--- config.mk ---
export PLATFORM = sky130hd
export DESIGN_NAME = tisr_slave
export DESIGN_NICKNAME = d
export VERILOG_FILES = /design/src/core/tisr_pkg.sv /design/src/core/tisr_slave.sv
export SDC_FILE = /design/constraint.sdc
export NUM_CORES = 1
export LEC_CHECK = 0
export BUFFER_PORTS_ARGS = -buffer_cell sky130_fd_sc_hd__buf_4
export CORE_AREA = 2 2 163 165
export DETAILED_ROUTE_END_ITERATION = 8
export DIE_AREA = 0 0 165 167
export PLACE_DENSITY = 0.52
export SETUP_SLACK_MARGIN = 0.02
export SYNTH_ARGS = -nofsm -noshare
export SYNTH_HDL_FRONTEND = slang
export SYNTH_SLANG_ARGS = --single-unit
--- constraint.sdc ---
create_clock -name clk -period 4.3 [get_ports clk]
set_input_delay 0.645 -clock clk [delete_from_list [all_inputs] [get_ports clk]]
set_output_delay 0.645 -clock clk [all_outputs]
set_load 0.03 [all_outputs]
--- src/core/tisr_pkg.sv ---
// Constants for the touch controller I2C slave and status registers
package tisr_pkg;
   // Bus address
   localparam logic [6:0] DEFAULT_SLAVE_ADDR = 7'h2B;
   localparam logic [7:0] NVM_ADDR_LOCATION = 8'h04;
   // Register offsets
   localparam logic [7:0] REG_INTERRUPT_SOURCE = 8'h00;
   localparam logic [7:0] REG_WHEEL_STATUS = 8'h01;
   localparam logic [7:0] REG_BUTTON_STATUS = 8'h02;
   localparam logic [7:0] REG_WHEEL_POSITION_HIGH = 8'h03;
   localparam logic [7:0] REG_WHEEL_POSITION_LOW = 8'h04;
   localparam logic [7:0] REG_INPUT_PIN_STATUS = 8'h07;
   localparam logic [7:0] REG_PARAM_MEMORY_STATUS = 8'h08;
   localparam logic [7:0] REG_COMPENSATION_AND_OP_MODE = 8'h09;
   localparam logic [7:0] REG_OUTPUT_PIN_CONTROL = 8'h0A;
   localparam logic [7:0] REG_DIMMABLE_PIN_SELECT = 8'h0B;
   localparam logic [7:0] REG_DIMMABLE_PIN_INTENSITY = 8'h0C;
   localparam logic [7:0] REG_PARAM_GATEWAY_CONFIG = 8'h0D;
   localparam logic [7:0] REG_PARAM_GATEWAY_BASE = 8'h0E;
   localparam logic [7:0] REG_PARAM_KEY_HIGH = 8'hAC;
   localparam logic [7:0] REG_PARAM_KEY_LOW = 8'hAD;
   localparam logic [7:0] REG_SOFTWARE_RESET = 8'hB1;
   // Interrupt source flag positions
   localparam int FLAG_OP_MODE = 0;
   localparam int FLAG_COMPENSATION = 1;
   localparam int FLAG_BUTTON = 2;
   localparam int FLAG_WHEEL = 3;
   localparam int FLAG_INPUT_PIN = 4;
   localparam int FLAG_PARAM_WRITE = 5;
   localparam int FLAG_NVM_BURN = 6;
   // Wheel status bit positions
   localparam int WHEEL_BIT_CW = 6;
   localparam int WHEEL_BIT_CCW = 5;
   localparam int WHEEL_BIT_TOUCH = 4;
   // Reset values
   localparam logic [7:0] RESET_BYTE = 8'h00;
   localparam logic [15:0] RESET_POSITION = 16'h0000;
   localparam logic [6:0] RESET_FLAGS = 7'h00;
   // Byte framing
   localparam logic [2:0] LAST_BIT = 3'h7;
   localparam logic [2:0] MSB_BIT = 3'h7;
   localparam logic [7:0] POINTER_STEP = 8'h01;

   // Link state machine
   typedef enum logic [2:0] {
      TISR_IDLE = 3'b000,
      TISR_ADDR = 3'b001,
      TISR_ADDR_ACK = 3'b010,
      TISR_RX = 3'b011,
      TISR_RX_ACK = 3'b100,
      TISR_TX = 3'b101,
      TISR_TX_ACK = 3'b110
   } tisr_state_e;
endpackage : tisr_pkg

--- src/core/tisr_slave.sv ---
// I2C slave with status, interrupt source and control registers
// How it works
// - Slave only; link edges found by oversampling, fine for 100 and 400 kb/s.
// - Answers 7-bit address 2B unless the memory-held address is marked valid.
// - Written control values go to the core only at each processing phase start.
// - Write: address with bit 0, ack, register address, ack, acked data, stop.
// - Register pointer steps by one after every data byte, read or write.
// - Device acks read address, sends bytes until master nacks then stops.
// - Status at 00-04 and 07-08, control at 09-0E, AC, AD, B1; rest reserved.
// - Interrupt source holds seven sticky flags in bits 6..0, bit 7 reads zero.
// - Interrupt output is low while any interrupt source flag is set.
// - Reading interrupt source clears all flags and releases the interrupt output.
// - Flags follow event pulses from the sensing core, up to one scan late.
// - Bit 6 on memory burn done, bit 5 on parameter write effective.
// - Bit 4 on configured input pin edge; pin details in input status.
// - Bit 3 on any wheel event: touch, release, rotation, position change.
// - Bit 2 on button touch, or release when release reporting is enabled.
// - Bit 1 when offset compensation completes, automatic or host requested.
// - Bit 0 on actual entry into active or doze mode.
// - Wheel status: clockwise bit 6, counter-clockwise bit 5, touched bit 4.
// - Wheel position 16-bit unsigned split high and low byte, read live from the core input, not reset here.
// - Input status shows level of pins in input mode, other pins read zero.
`timescale 1ns/1ps
`default_nettype none
module tisr_slave (
   // Clock and reset
   input wire logic clk,
   input wire logic reset_n,
   // I2C pins
   input wire logic scl_in,
   input wire logic sda_in,
   output logic sda_out,
   output logic sda_oe,
   // Address from non-volatile memory
   input wire logic [6:0] nvm_slave_addr,
   input wire logic nvm_addr_valid,
   // Sensing core status
   input wire logic wheel_cw,
   input wire logic wheel_ccw,
   input wire logic wheel_touched,
   input wire logic [7:0] buttons_touched,
   input wire logic [15:0] wheel_position,
   input wire logic [7:0] input_pin_levels,
   input wire logic [7:0] input_pin_mode,
   input wire logic [7:0] param_memory_status,
   input wire logic [7:0] op_mode_status,
   input wire logic [7:0] dimmable_intensity_rd,
   // Sensing core events, one-cycle pulses, plus the release report enable level
   input wire logic evt_nvm_burn_done,
   input wire logic evt_param_write_done,
   input wire logic evt_input_edge,
   input wire logic evt_wheel,
   input wire logic evt_button_touch,
   input wire logic evt_button_release,
   input wire logic button_release_report_en,
   input wire logic evt_compensation_done,
   input wire logic evt_mode_entry,
   // Processing phase
   input wire logic phase_start,
   // Applied control values
   output logic [7:0] compensation_and_op_mode,
   output logic [7:0] output_pin_control,
   output logic [7:0] dimmable_pin_select,
   output logic [7:0] dimmable_pin_intensity,
   output logic [7:0] param_gateway_config,
   output logic [7:0] param_gateway_base,
   output logic [7:0] param_key_high,
   output logic [7:0] param_key_low,
   output logic [7:0] software_reset,
   // Interrupt
   output logic interrupt_out_n
);
   // Pin synchronisers
   logic scl_m, scl_s, scl_d;
   logic sda_m, sda_s, sda_d;
   // Third stage only feeds the edge and start/stop detectors
   always_ff @(posedge clk) begin
      scl_m <= scl_in;
      scl_s <= scl_m;
      scl_d <= scl_s;
      sda_m <= sda_in;
      sda_s <= sda_m;
      sda_d <= sda_s;
   end

   wire scl_rise = scl_s & ~scl_d;
   wire scl_fall = ~scl_s & scl_d;
   wire start_seen = scl_s & scl_d & sda_d & ~sda_s;
   wire stop_seen = scl_s & scl_d & ~sda_d & sda_s;

   // Own address picked from memory when valid
   wire [6:0] own_addr = nvm_addr_valid ? nvm_slave_addr : tisr_pkg::DEFAULT_SLAVE_ADDR;

   tisr_pkg::tisr_state_e state, next_state;
   logic [7:0] shift;
   logic [2:0] bit_cnt;
   logic reading;
   logic have_ptr;
   logic [7:0] ptr;
   logic [7:0] tx_byte;
   logic master_ack;
   logic ack_phase;
   logic [6:0] flags;

   // Staged host writes, applied at the phase start
   logic [7:0] stage [0:8];
   logic [8:0] stage_dirty;

   wire [7:0] rx_byte = {shift[6:0], sda_s};
   wire byte_done = (state == tisr_pkg::TISR_ADDR || state == tisr_pkg::TISR_RX) &&
      scl_rise && bit_cnt == tisr_pkg::LAST_BIT;
   wire addr_match = rx_byte[7:1] == own_addr;
   wire data_byte_rx = byte_done && state == tisr_pkg::TISR_RX && have_ptr;

   // Ack states are entered at the 8th rise; pulling then would fake a start.
   // Phase 0 waits out the 8th bit, phase 1 is the ack bit itself.
   wire in_ack = state == tisr_pkg::TISR_ADDR_ACK || state == tisr_pkg::TISR_RX_ACK;
   wire ack_end = in_ack && scl_fall && ack_phase;

   // Read decode
   // Reserved and unmapped offsets read as zero
   wire [7:0] wheel_status_val = {1'b0, wheel_cw, wheel_ccw, wheel_touched, 4'h0};
   wire [7:0] input_status_val = input_pin_levels & input_pin_mode;
   logic [7:0] read_val;
   always_comb begin
      case (ptr)
         tisr_pkg::REG_INTERRUPT_SOURCE: read_val = {1'b0, flags};
         tisr_pkg::REG_WHEEL_STATUS: read_val = wheel_status_val;
         tisr_pkg::REG_BUTTON_STATUS: read_val = buttons_touched;
         tisr_pkg::REG_WHEEL_POSITION_HIGH: read_val = wheel_position[15:8];
         tisr_pkg::REG_WHEEL_POSITION_LOW: read_val = wheel_position[7:0];
         tisr_pkg::REG_INPUT_PIN_STATUS: read_val = input_status_val;
         tisr_pkg::REG_PARAM_MEMORY_STATUS: read_val = param_memory_status;
         tisr_pkg::REG_COMPENSATION_AND_OP_MODE: read_val = op_mode_status;
         tisr_pkg::REG_OUTPUT_PIN_CONTROL: read_val = stage[1];
         tisr_pkg::REG_DIMMABLE_PIN_SELECT: read_val = stage[2];
         tisr_pkg::REG_DIMMABLE_PIN_INTENSITY: read_val = dimmable_intensity_rd;
         tisr_pkg::REG_PARAM_GATEWAY_CONFIG: read_val = stage[4];
         tisr_pkg::REG_PARAM_GATEWAY_BASE: read_val = stage[5];
         tisr_pkg::REG_PARAM_KEY_HIGH: read_val = stage[6];
         tisr_pkg::REG_PARAM_KEY_LOW: read_val = stage[7];
         tisr_pkg::REG_SOFTWARE_RESET: read_val = stage[8];
         default: read_val = tisr_pkg::RESET_BYTE;
      endcase
   end


   // Write decode into stage slot
   // Status, reserved and unmapped offsets are acked and dropped
   logic [3:0] wr_slot;
   logic wr_hit;
   always_comb begin
      wr_hit = 1'b1;
      case (ptr)
         tisr_pkg::REG_COMPENSATION_AND_OP_MODE: wr_slot = 4'h0;
         tisr_pkg::REG_OUTPUT_PIN_CONTROL: wr_slot = 4'h1;
         tisr_pkg::REG_DIMMABLE_PIN_SELECT: wr_slot = 4'h2;
         tisr_pkg::REG_DIMMABLE_PIN_INTENSITY: wr_slot = 4'h3;
         tisr_pkg::REG_PARAM_GATEWAY_CONFIG: wr_slot = 4'h4;
         tisr_pkg::REG_PARAM_GATEWAY_BASE: wr_slot = 4'h5;
         tisr_pkg::REG_PARAM_KEY_HIGH: wr_slot = 4'h6;
         tisr_pkg::REG_PARAM_KEY_LOW: wr_slot = 4'h7;
         tisr_pkg::REG_SOFTWARE_RESET: wr_slot = 4'h8;
         default: begin
            wr_slot = 4'h0;
            wr_hit = 1'b0;
         end
      endcase
   end

   // Loading a read byte at the ack fall; pointer 00 load clears flags

   wire load_tx = scl_fall && ((state == tisr_pkg::TISR_ADDR_ACK && ack_end && reading) ||
      (state == tisr_pkg::TISR_TX_ACK && master_ack));
   wire irq_read = load_tx && ptr == tisr_pkg::REG_INTERRUPT_SOURCE;

   // Protocol state machine
   always_comb begin
      next_state = state;
      if (stop_seen) begin
         next_state = tisr_pkg::TISR_IDLE;
      end else if (start_seen) begin
         next_state = tisr_pkg::TISR_ADDR;
      end else begin
         case (state)
            tisr_pkg::TISR_IDLE: next_state = tisr_pkg::TISR_IDLE;
            tisr_pkg::TISR_ADDR: begin
               if (byte_done) begin
                  next_state = addr_match ? tisr_pkg::TISR_ADDR_ACK : tisr_pkg::TISR_IDLE;
               end
            end
            tisr_pkg::TISR_ADDR_ACK: begin
               if (ack_end) begin
                  next_state = reading ? tisr_pkg::TISR_TX : tisr_pkg::TISR_RX;
               end
            end
            tisr_pkg::TISR_RX_ACK: begin
               if (ack_end) begin
                  next_state = tisr_pkg::TISR_RX;
               end
            end
            tisr_pkg::TISR_RX: begin
               if (byte_done) begin
                  next_state = tisr_pkg::TISR_RX_ACK;
               end
            end
            tisr_pkg::TISR_TX: begin
               if (scl_fall && bit_cnt == tisr_pkg::LAST_BIT) begin
                  next_state = tisr_pkg::TISR_TX_ACK;
               end
            end
            tisr_pkg::TISR_TX_ACK: begin
               if (scl_fall) begin
                  next_state = master_ack ? tisr_pkg::TISR_TX : tisr_pkg::TISR_IDLE;
               end
            end
            default: next_state = tisr_pkg::TISR_IDLE;
         endcase
      end
   end


   // Start and stop override any state, even in mid byte
   always_ff @(posedge clk) begin
      if (!reset_n) begin
         state <= tisr_pkg::TISR_IDLE;
      end else begin
         state <= next_state;
      end
   end

   // Bit and byte tracking
   always_ff @(posedge clk) begin
      if (!reset_n) begin
         shift <= tisr_pkg::RESET_BYTE;
         bit_cnt <= 3'h0;
         reading <= 1'b0;
         have_ptr <= 1'b0;
         ptr <= tisr_pkg::RESET_BYTE;
         tx_byte <= tisr_pkg::RESET_BYTE;
         master_ack <= 1'b0;
         ack_phase <= 1'b0;
      end else begin
         if (start_seen || stop_seen) begin
            bit_cnt <= 3'h0;
            ack_phase <= 1'b0;
            have_ptr <= 1'b0;
         end else if (scl_rise && (state == tisr_pkg::TISR_ADDR || state == tisr_pkg::TISR_RX)) begin
            shift <= rx_byte;
            bit_cnt <= bit_cnt + 3'h1;
         end
         if (byte_done && state == tisr_pkg::TISR_ADDR) begin
            reading <= rx_byte[0];
         end
         // Pointer wraps past FF; no range check
         if (byte_done && state == tisr_pkg::TISR_RX) begin
            if (!have_ptr) begin
               ptr <= rx_byte;
               have_ptr <= 1'b1;
            end else begin
               ptr <= ptr + tisr_pkg::POINTER_STEP;
            end
         end
         // Two falls per ack state, so the phase is back at 0 on leaving
         if (in_ack && scl_fall) begin
            ack_phase <= ~ack_phase;
         end
         if (load_tx) begin
            tx_byte <= read_val;
            ptr <= ptr + tisr_pkg::POINTER_STEP;
            bit_cnt <= 3'h0;
         end else if (state == tisr_pkg::TISR_TX && scl_fall) begin
            // Next bit goes out in the low phase, settled long before the rise
            tx_byte <= {tx_byte[6:0], 1'b0};
            bit_cnt <= bit_cnt + 3'h1;
         end
         // Master's answer taken at the rise of the ack bit
         if (state == tisr_pkg::TISR_TX_ACK && scl_rise) begin
            master_ack <= ~sda_s;
         end
      end
   end


   // Pull only inside the ack bit or a 0 data bit, set and released only after clock falls
   wire drive_ack = in_ack && ack_phase;
   wire drive_data = (state == tisr_pkg::TISR_TX) && !tx_byte[tisr_pkg::MSB_BIT];
   always_ff @(posedge clk) begin
      if (!reset_n) begin
         sda_oe <= 1'b0;
      end else begin
         sda_oe <= drive_ack || drive_data;
      end
   end
   // Open drain: the line is only ever pulled low
   assign sda_out = 1'b0;


   // Sticky flags; an event in the clearing cycle survives
   wire [6:0] flag_set;
   assign flag_set[tisr_pkg::FLAG_NVM_BURN] = evt_nvm_burn_done;
   assign flag_set[tisr_pkg::FLAG_PARAM_WRITE] = evt_param_write_done;
   assign flag_set[tisr_pkg::FLAG_INPUT_PIN] = evt_input_edge;
   assign flag_set[tisr_pkg::FLAG_WHEEL] = evt_wheel;
   assign flag_set[tisr_pkg::FLAG_BUTTON] = evt_button_touch |
      (evt_button_release & button_release_report_en);
   assign flag_set[tisr_pkg::FLAG_COMPENSATION] = evt_compensation_done;
   assign flag_set[tisr_pkg::FLAG_OP_MODE] = evt_mode_entry;
   // Set wins over the read clear in the same cycle
   wire [6:0] next_flags = (irq_read ? tisr_pkg::RESET_FLAGS : flags) | flag_set;

   always_ff @(posedge clk) begin
      if (!reset_n) begin
         flags <= tisr_pkg::RESET_FLAGS;
      end else begin
         flags <= next_flags;
      end
   end
   always_ff @(posedge clk) begin
      if (!reset_n) begin
         interrupt_out_n <= 1'b1;
      end else begin
         interrupt_out_n <= ~|next_flags;
      end
   end


   // Staging and application at phase start
   // Core sees all staged bytes at once; a phase start mid-burst applies only the bytes received so far
   wire stage_we = data_byte_rx && wr_hit;
   always_ff @(posedge clk) begin
      if (!reset_n) begin
         for (int i = 0; i < 9; i++) begin
            stage[i] <= tisr_pkg::RESET_BYTE;
         end
         stage_dirty <= 9'h000;
      end else begin
         if (phase_start) begin
            stage_dirty <= 9'h000;
         end
         if (stage_we) begin
            stage[wr_slot] <= rx_byte;
            stage_dirty[wr_slot] <= 1'b1;
         end
      end
   end
   always_ff @(posedge clk) begin
      if (!reset_n) begin
         compensation_and_op_mode <= tisr_pkg::RESET_BYTE;
         output_pin_control <= tisr_pkg::RESET_BYTE;
         dimmable_pin_select <= tisr_pkg::RESET_BYTE;
         dimmable_pin_intensity <= tisr_pkg::RESET_BYTE;
         param_gateway_config <= tisr_pkg::RESET_BYTE;
         param_gateway_base <= tisr_pkg::RESET_BYTE;
         param_key_high <= tisr_pkg::RESET_BYTE;
         param_key_low <= tisr_pkg::RESET_BYTE;
         software_reset <= tisr_pkg::RESET_BYTE;
      end else if (phase_start) begin
         compensation_and_op_mode <= stage[0];
         output_pin_control <= stage[1];
         dimmable_pin_select <= stage[2];
         dimmable_pin_intensity <= stage[3];
         param_gateway_config <= stage[4];
         param_gateway_base <= stage[5];
         param_key_high <= stage[6];
         param_key_low <= stage[7];
         software_reset <= stage[8];
      end
   end
endmodule : tisr_slave
`default_nettype wire

==> results of run 1 <==
==> cell usage in the layout, fill, tap and decap left out, types with 3 or more instances in the layout <==
cell	Yosys	final
a221o_1	6	6
o211ai_1	3	3
clkbuf_16	0	17
inv_6	0	3
a22o_1	6	6
a31oi_1	14	14
a21o_1	4	4
nor2b_1	9	9
a21oi_1	47	47
nor2_1	164	164
a32oi_1	4	4
ha_1	6	6
or3_1	7	7
a311oi_1	3	3
nor3_1	7	7
o22ai_1	3	3
o21ai_1	9	9
inv_1	10	10
nand2b_1	11	11
dfxtp_1	120	120
nor2_2	10	10
nand2_1	73	73
o31ai_1	3	3
and3_1	5	5
inv_8	0	4
o21a_1	7	7
or4_1	3	3
nand3_1	32	32
o21ai_0	34	34
a211oi_1	7	7
edfxtp_1	72	72
nand3b_1	3	3
buf_4	4	183
mux2_2	8	8
a22oi_1	25	25
mux2i_1	76	76
clkinv_4	0	4
and2_1	11	11
nand4_1	6	6
==> path summary, 6_finish.rpt <==
check | start | to | slack, ns | depth (start not counted)
setup / recovery | ptr[2]$_SDFFE_PN0P_ | stage[3][5]$_SDFFCE_PN0P_ | 0.84 | 6
hold / removal | sda_in | sda_m$_DFF_P_ | 0.31 | 1
setup reg to reg | ptr[2]$_SDFFE_PN0P_ | stage[3][5]$_SDFFCE_PN0P_ | 0.84 | 6
hold reg to reg | sda_m$_DFF_P_ | sda_s$_DFF_P_ | 0.34 | 0
==> area by class of cell <==
class	count	area [um2]
sequential	192	4560
clock buffer	17	425
tap	335	419
multi-input combinational	652	3960
inverter	12	45.0
clock inverter	15	176
fill	2526	14800
timing repair buffer	183	1370
==> cell usage after synthesis, types with 9 or more instances <==
cell type  count  area (um2)
nand2_1       73         274
nand3_1       32         160
inv_1         10        37.5
o21ai_1        9        45.0
buf_1         14        52.6
nor2_1       164         616
and2_1        11        68.8
a31oi_1       14        87.6
o21ai_0       34         170
nor2b_1        9        56.3
a21oi_1       47         235
nand2b_1      11        68.8
edfxtp_1      72        2160
mux2i_1       76         761
clkbuf_1      46         173
a22oi_1       25         188
dfxtp_1      120        2400
nor2_2        10        62.6
==> report_power, final <==
group | leakage [nW] | internal (W) | switching (W) | total (W)
sequential | 1.67 | 0.00197 | 0.0000667 | 0.00203
combinational | 2.33 | 0.000170 | 0.000223 | 0.000393
clock | 0.300 | 0.000881 | 0.000755 | 0.00164
total | 4.30 | 0.00302 | 0.00104 | 0.00406
==> sequential cells by signal, indices dropped and copies added, names as in the netlist, 3 cells and up <==
| signal | flops |
|---|---|
| output_pin_control | 8 |
| param_key_low | 8 |
| bit_cnt | 3 |
| flags | 7 |
| compensation_and_op_mode | 8 |
| dimmable_pin_intensity | 8 |
| tx_byte | 8 |
| param_key_high | 8 |
| ptr | 8 |
| stage | 72 |
| software_reset | 8 |
| dimmable_pin_select | 8 |
| shift | 7 |
| state | 3 |
| param_gateway_base | 8 |
| param_gateway_config | 8 |
==> kinds of logic (layout without fill, tap and decap cells) <==
family / after synthesis / in the layout / share of synthesized area, %
AO/OA/AOI/OAI: 201 / 201 / 15.1
XOR/XNOR: 3 / 3 / 0.295
adder cells (fa/ha/maj): 6 / 6 / 0.842
buffers and inverters: 88 / 227 / 4.46
flip-flops: 192 / 192 / 51.2
multiplexers: 84 / 84 / 9.54
other: 1 / 1 / 0.0420
AND/OR/NAND/NOR: 357 / 357 / 18.6
==> stage by stage <==
step                      hold slack, ns  setup WS [ns]  power, W
after global placement             0.313          0.959   0.00247
after CTS                          0.301          0.846   0.00409
final                              0.314          0.840   0.00406
after global routing               0.299          0.585   0.00421
after floorplan                    0.310           1.46   0.00226
after detailed placement           0.324          0.864   0.00247
==> layer usage <==
metal	vias up	part of all wire [%]
li1	3585	-
met1	3564	47
met2	301	44
met3	39	6.7
met4	0	2.2
met5	-	0
==> results.cfg, run 1 <==
[timing]
rsz0062_at_grt = false
hold_viol_final = 0
fmax_mhz = 289
worst_slew_pin_slew_ns = 1.18
finClkSkew_ns = 0.0128
drv_slew = 0
relSlewSlack_pct = 20.5
tns_ns = 0
layout_worst_path_cycle_share_pct = 80.5
min_period_ns = 3.46
setup_viol = 0

[detailed_routing]
drt_iter0_markers = 720
drc_errors = 0
wl_per_cell_um = 20.6
num_vias = 7489
drt_wl_total_um = 29000
avgViaCountPerCell = 5.33
drtPass1Iterations = 6
drtAntennaViolNets = 0

[placement]
io_buffers = 162
post-place-cells = 1374
place_area_um2 = 10400
place_congestion = 0.951
post-dp-hpwl_um = 21400

[synth]
syn_inst = 932
mappedNetlistNets = 1027
synthArstFlopShare_pct = 0
syn_area_um2 = 8920
synth_edf_count = 72
yosys_warnings = 0
yosys_register_bits = 192
seq_area_frac_synth_pct = 51.2
synth.distinct_cells = 80
syn_area_per_cell_um2 = 9.57
synth_ff_type = dfxtp_1

[global_routing]
grt_max_degree = 60
grt_util_met1_pct = 30.6
grt_use_met3_pct = 3.56
grt_first_pass_wirelength_um = 43000
grt_pass1_vias = 7149
grt_most_used_layer = met2
overflow = 0
grt_use_met2_pct = 31.4
grt_antenna_before_repair = 0
grtUsageTotal_pct = 21.0

[clocking]
cts_tree = done
clock_latency_ns = 0.44
clk_pin_slew_ns = 0.08
hold_buffers = 0
root_buffer = clkbuf_16
cts_setup_buffers = 0
cts_buffer_depth = 2
cts_made_buffers = 17
cts.htree.levels = 4
clock_sinks = 192
cts_resized = 0

[floorplan]
start_util_pct = 34.6
dieArea_um2 = 27600
core_area_um2 = 25800
die_w_um = 165
ios = 164
rows = 59
die_h_um = 167

[worst_hold_path]
worstHoldPathType = in -> reg

[finish]
final_cell_count_no_fill = 1406
design_area_um2 = 11000
utilization_pct = 42.6
antenna_cells = 0
syn2layout_area_growth_pct = 23.0
finalNetCount = 1153
layout-drive-gt1-share_pct = 23.0

[pwr]
irDropWorstVdd_uv = 239
p_per_area_nw_per_um2 = 370
total_leakage_power_nw = 4.30

[flow_run]
maxCapViolCount = 0

[worst_setup_path]
critPathMostFrequentCell = o21ai_1
setup.worst_path.end_class = flop
cp_slowest_cell = or3_1
crit_fanout = 25
crit_arrival_ns = 3.52
critPathTopFamily = compound AO/OA/AOI/OAI gates
cp.required_ns = 4.36
crit_type = reg -> reg
cp_num_buf_inv = 2
path_cells = buf_4, inv_1, a2111oi_1, o21ai_1, or3_1, o21ai_1
worstSetupStartpointType = flop
critical_path.max_stage_delay_ns = 0.68

[status]
status = finished, final reports clean
No activity file was read; power rests on OpenSTA's default activity.
==> run 2: changes to the inputs <==
==> constraint.sdc (replaced) <==
create_clock -name clk -period 3.35 [get_ports clk]
set_input_delay 0.5025 -clock clk [delete_from_list [all_inputs] [get_ports clk]]
set_output_delay 0.5025 -clock clk [all_outputs]
set_load 0.03 [all_outputs]
==> run 2 against run 1 <==
Effect of this change:
- cell area increased by 0.82%
- non-clock buffer count increased by 10
- die area unchanged
- core utilization increased by 0.35 points
- first-iteration DRC count decreased by 7.9%
- critical path type unchanged
- critical endpoint is now stage[7][3]$_SDFFCE_PN0P_
- largest cell class unchanged
==> results.cfg, run 2 (same netlist as run 1, synthesis figures left out) <==
[status]
status = finished, final reports clean

[clocking]
clk_pin_slew_ns = 0.07
cts_tree = done
clock_sinks = 192
clock_latency_ns = 0.44
hold_buffers = 0
root_buffer = clkbuf_16
cts.htree.levels = 4
cts_resized = 0
cts_setup_buffers = 0
cts_made_buffers = 17
cts_buffer_depth = 2

[global_routing]
grtUsageTotal_pct = 20.8
grt_antenna_before_repair = 0
grt_first_pass_wirelength_um = 43400
grt_max_degree = 64
overflow = 0
grt_pass1_vias = 7193

[timing]
tns_ns = 0
finClkSkew_ns = 0.0126
layout_worst_path_cycle_share_pct = 87.3
drv_slew = 0
hold_viol_final = 0
rsz0062_at_grt = false
relSlewSlack_pct = 39.3
setup_viol = 0
min_period_ns = 2.93
fmax_mhz = 342
worst_slew_pin_slew_ns = 0.910

[finish]
mostFrequentLayoutCell = buf_4
design_area_um2 = 11100
largest_reg_flops = 72
antenna_cells = 0
final_cell_mix = buf_4, nor2_1, dfxtp_1
largest-register = stage
syn2layout_area_growth_pct = 24.0
layout-drive-gt1-share_pct = 23.7
finalNetCount = 1163

[pwr]
total_leakage_power_nw = 4.34
irDropWorstVdd_uv = 232
p_per_area_nw_per_um2 = 466

[floorplan]
rows = 59
die_w_um = 165
start_util_pct = 34.6
ios = 164
die_h_um = 167
core_area_um2 = 25800
dieArea_um2 = 27600

[placement]
place_congestion = 0.922
post-dp-hpwl_um = 21100
place_area_um2 = 10500
io_buffers = 162

[flow_run]
maxCapViolCount = 0

[worst_setup_path]
cp_slowest_cell = or3_1
path_cells = inv_1, ha_1, buf_4, o21ai_2, a2111oi_1, o21ai_1, or3_1, o21ai_1, buf_4
critPathTopFamily = compound AO/OA/AOI/OAI gates
setup.worst_path.end_class = flop
r2r_cells = 9
rrSetupSlack_ns = 0.42
cp.required_ns = 3.49
crit_type = reg -> reg
r2r-end = stage[7][3]$_SDFFCE_PN0P_
crit_arrival_ns = 3.07
critical_path.max_stage_delay_ns = 0.56
cp_num_buf_inv = 3
crit_fanout = 32
worstSetupStartpointType = flop
rr_startpoint = ptr[0]$_SDFFE_PN0P_

[worst_hold_path]
min_from = sda_in
worstHoldPathType = in -> reg
hold_depth = 1
min_to = sda_m$_DFF_P_

[detailed_routing]
avgViaCountPerCell = 5.30
drtPass1Iterations = 5
drtAntennaViolNets = 0
wl_per_cell_um = 20.3
drt_wl_total_um = 28700
num_vias = 7505
drt_iter0_markers = 663
drc_errors = 0
-- run 2: changes by cell type in the layout (fill, tap and decap cells not counted), sizes merged --
cell      delta
bufinv       -2
buf         +10
inv          +1
clkinvlp     +1
-- run 2: stage by stage --
step | hold slack [ns] | power [W] | worst slack (ns) | instances | util (%)
3_5_place_dp | 0.315 | 0.00317 | 0.476 | 1384 | 40.6
5_1_grt | 0.158 | 0.00533 | 0.260 | 1416 | 42.9
4_1_cts | 0.156 | 0.00520 | 0.458 | 1416 | 42.9
6_report | 0.168 | 0.00515 | 0.424 | 1416 | 42.9
3_3_place_gp | 0.316 | 0.00317 | 0.527 | 1384 | 40.6
2_1_floorplan | 0.310 | 0.00291 | 0.514 | 932 | -
-- run 2: per-layer routing --
| layer | up-vias | GRT usage, % | routed length, um |
|---|---|---|---|
| li1 | 3602 | - | - |
| met1 | 3584 | 30.9 | 13300 |
| met2 | 281 | 31.0 | 12800 |
| met3 | 38 | 3.01 | 1980 |
| met4 | 0 | 6.65 | 652 |
| met5 | - | 0 | 0 |
-- run 2: report_power, final --
| part | total, W | switching (W) | internal (W) |
|---|---|---|---|
| Sequential | 0.00260 | 0.0000791 | 0.00252 |
| Combinational | 0.000509 | 0.000284 | 0.000225 |
| Clock | 0.00204 | 0.00104 | 0.00101 |
| Total | 0.00515 | 0.00140 | 0.00375 |
-- run 2: area by class of cell --
class,count,area [um2]
clock inverters,15,166
repair buffers,193,1470
inverters,12,45.0
clock buffers,17,425
well taps,335,419
flip-flops and latches,192,4560
fillers,2593,14700
multi-input cells,652,3960
-- run 2: worst max-delay path by stage --
stage,startpoint,to,slack (ns),cells past startpoint
after detailed placement,ptr[0]$_SDFFE_PN0P_,stage[7][3]$_SDFFCE_PN0P_,0.48,9
after global routing,ptr[0]$_SDFFE_PN0P_,stage[3][0]$_SDFFCE_PN0P_,0.26,9
after floorplan,ptr[0]$_SDFFE_PN0P_,stage[3][0]$_SDFFCE_PN0P_,0.51,9
after global placement,ptr[0]$_SDFFE_PN0P_,stage[3][7]$_SDFFCE_PN0P_,0.53,9
final,ptr[0]$_SDFFE_PN0P_,stage[7][3]$_SDFFCE_PN0P_,0.42,9
after CTS,state[2]$_SDFFE_PP0P_,stage[6][1]$_SDFFCE_PN0P_,0.46,6
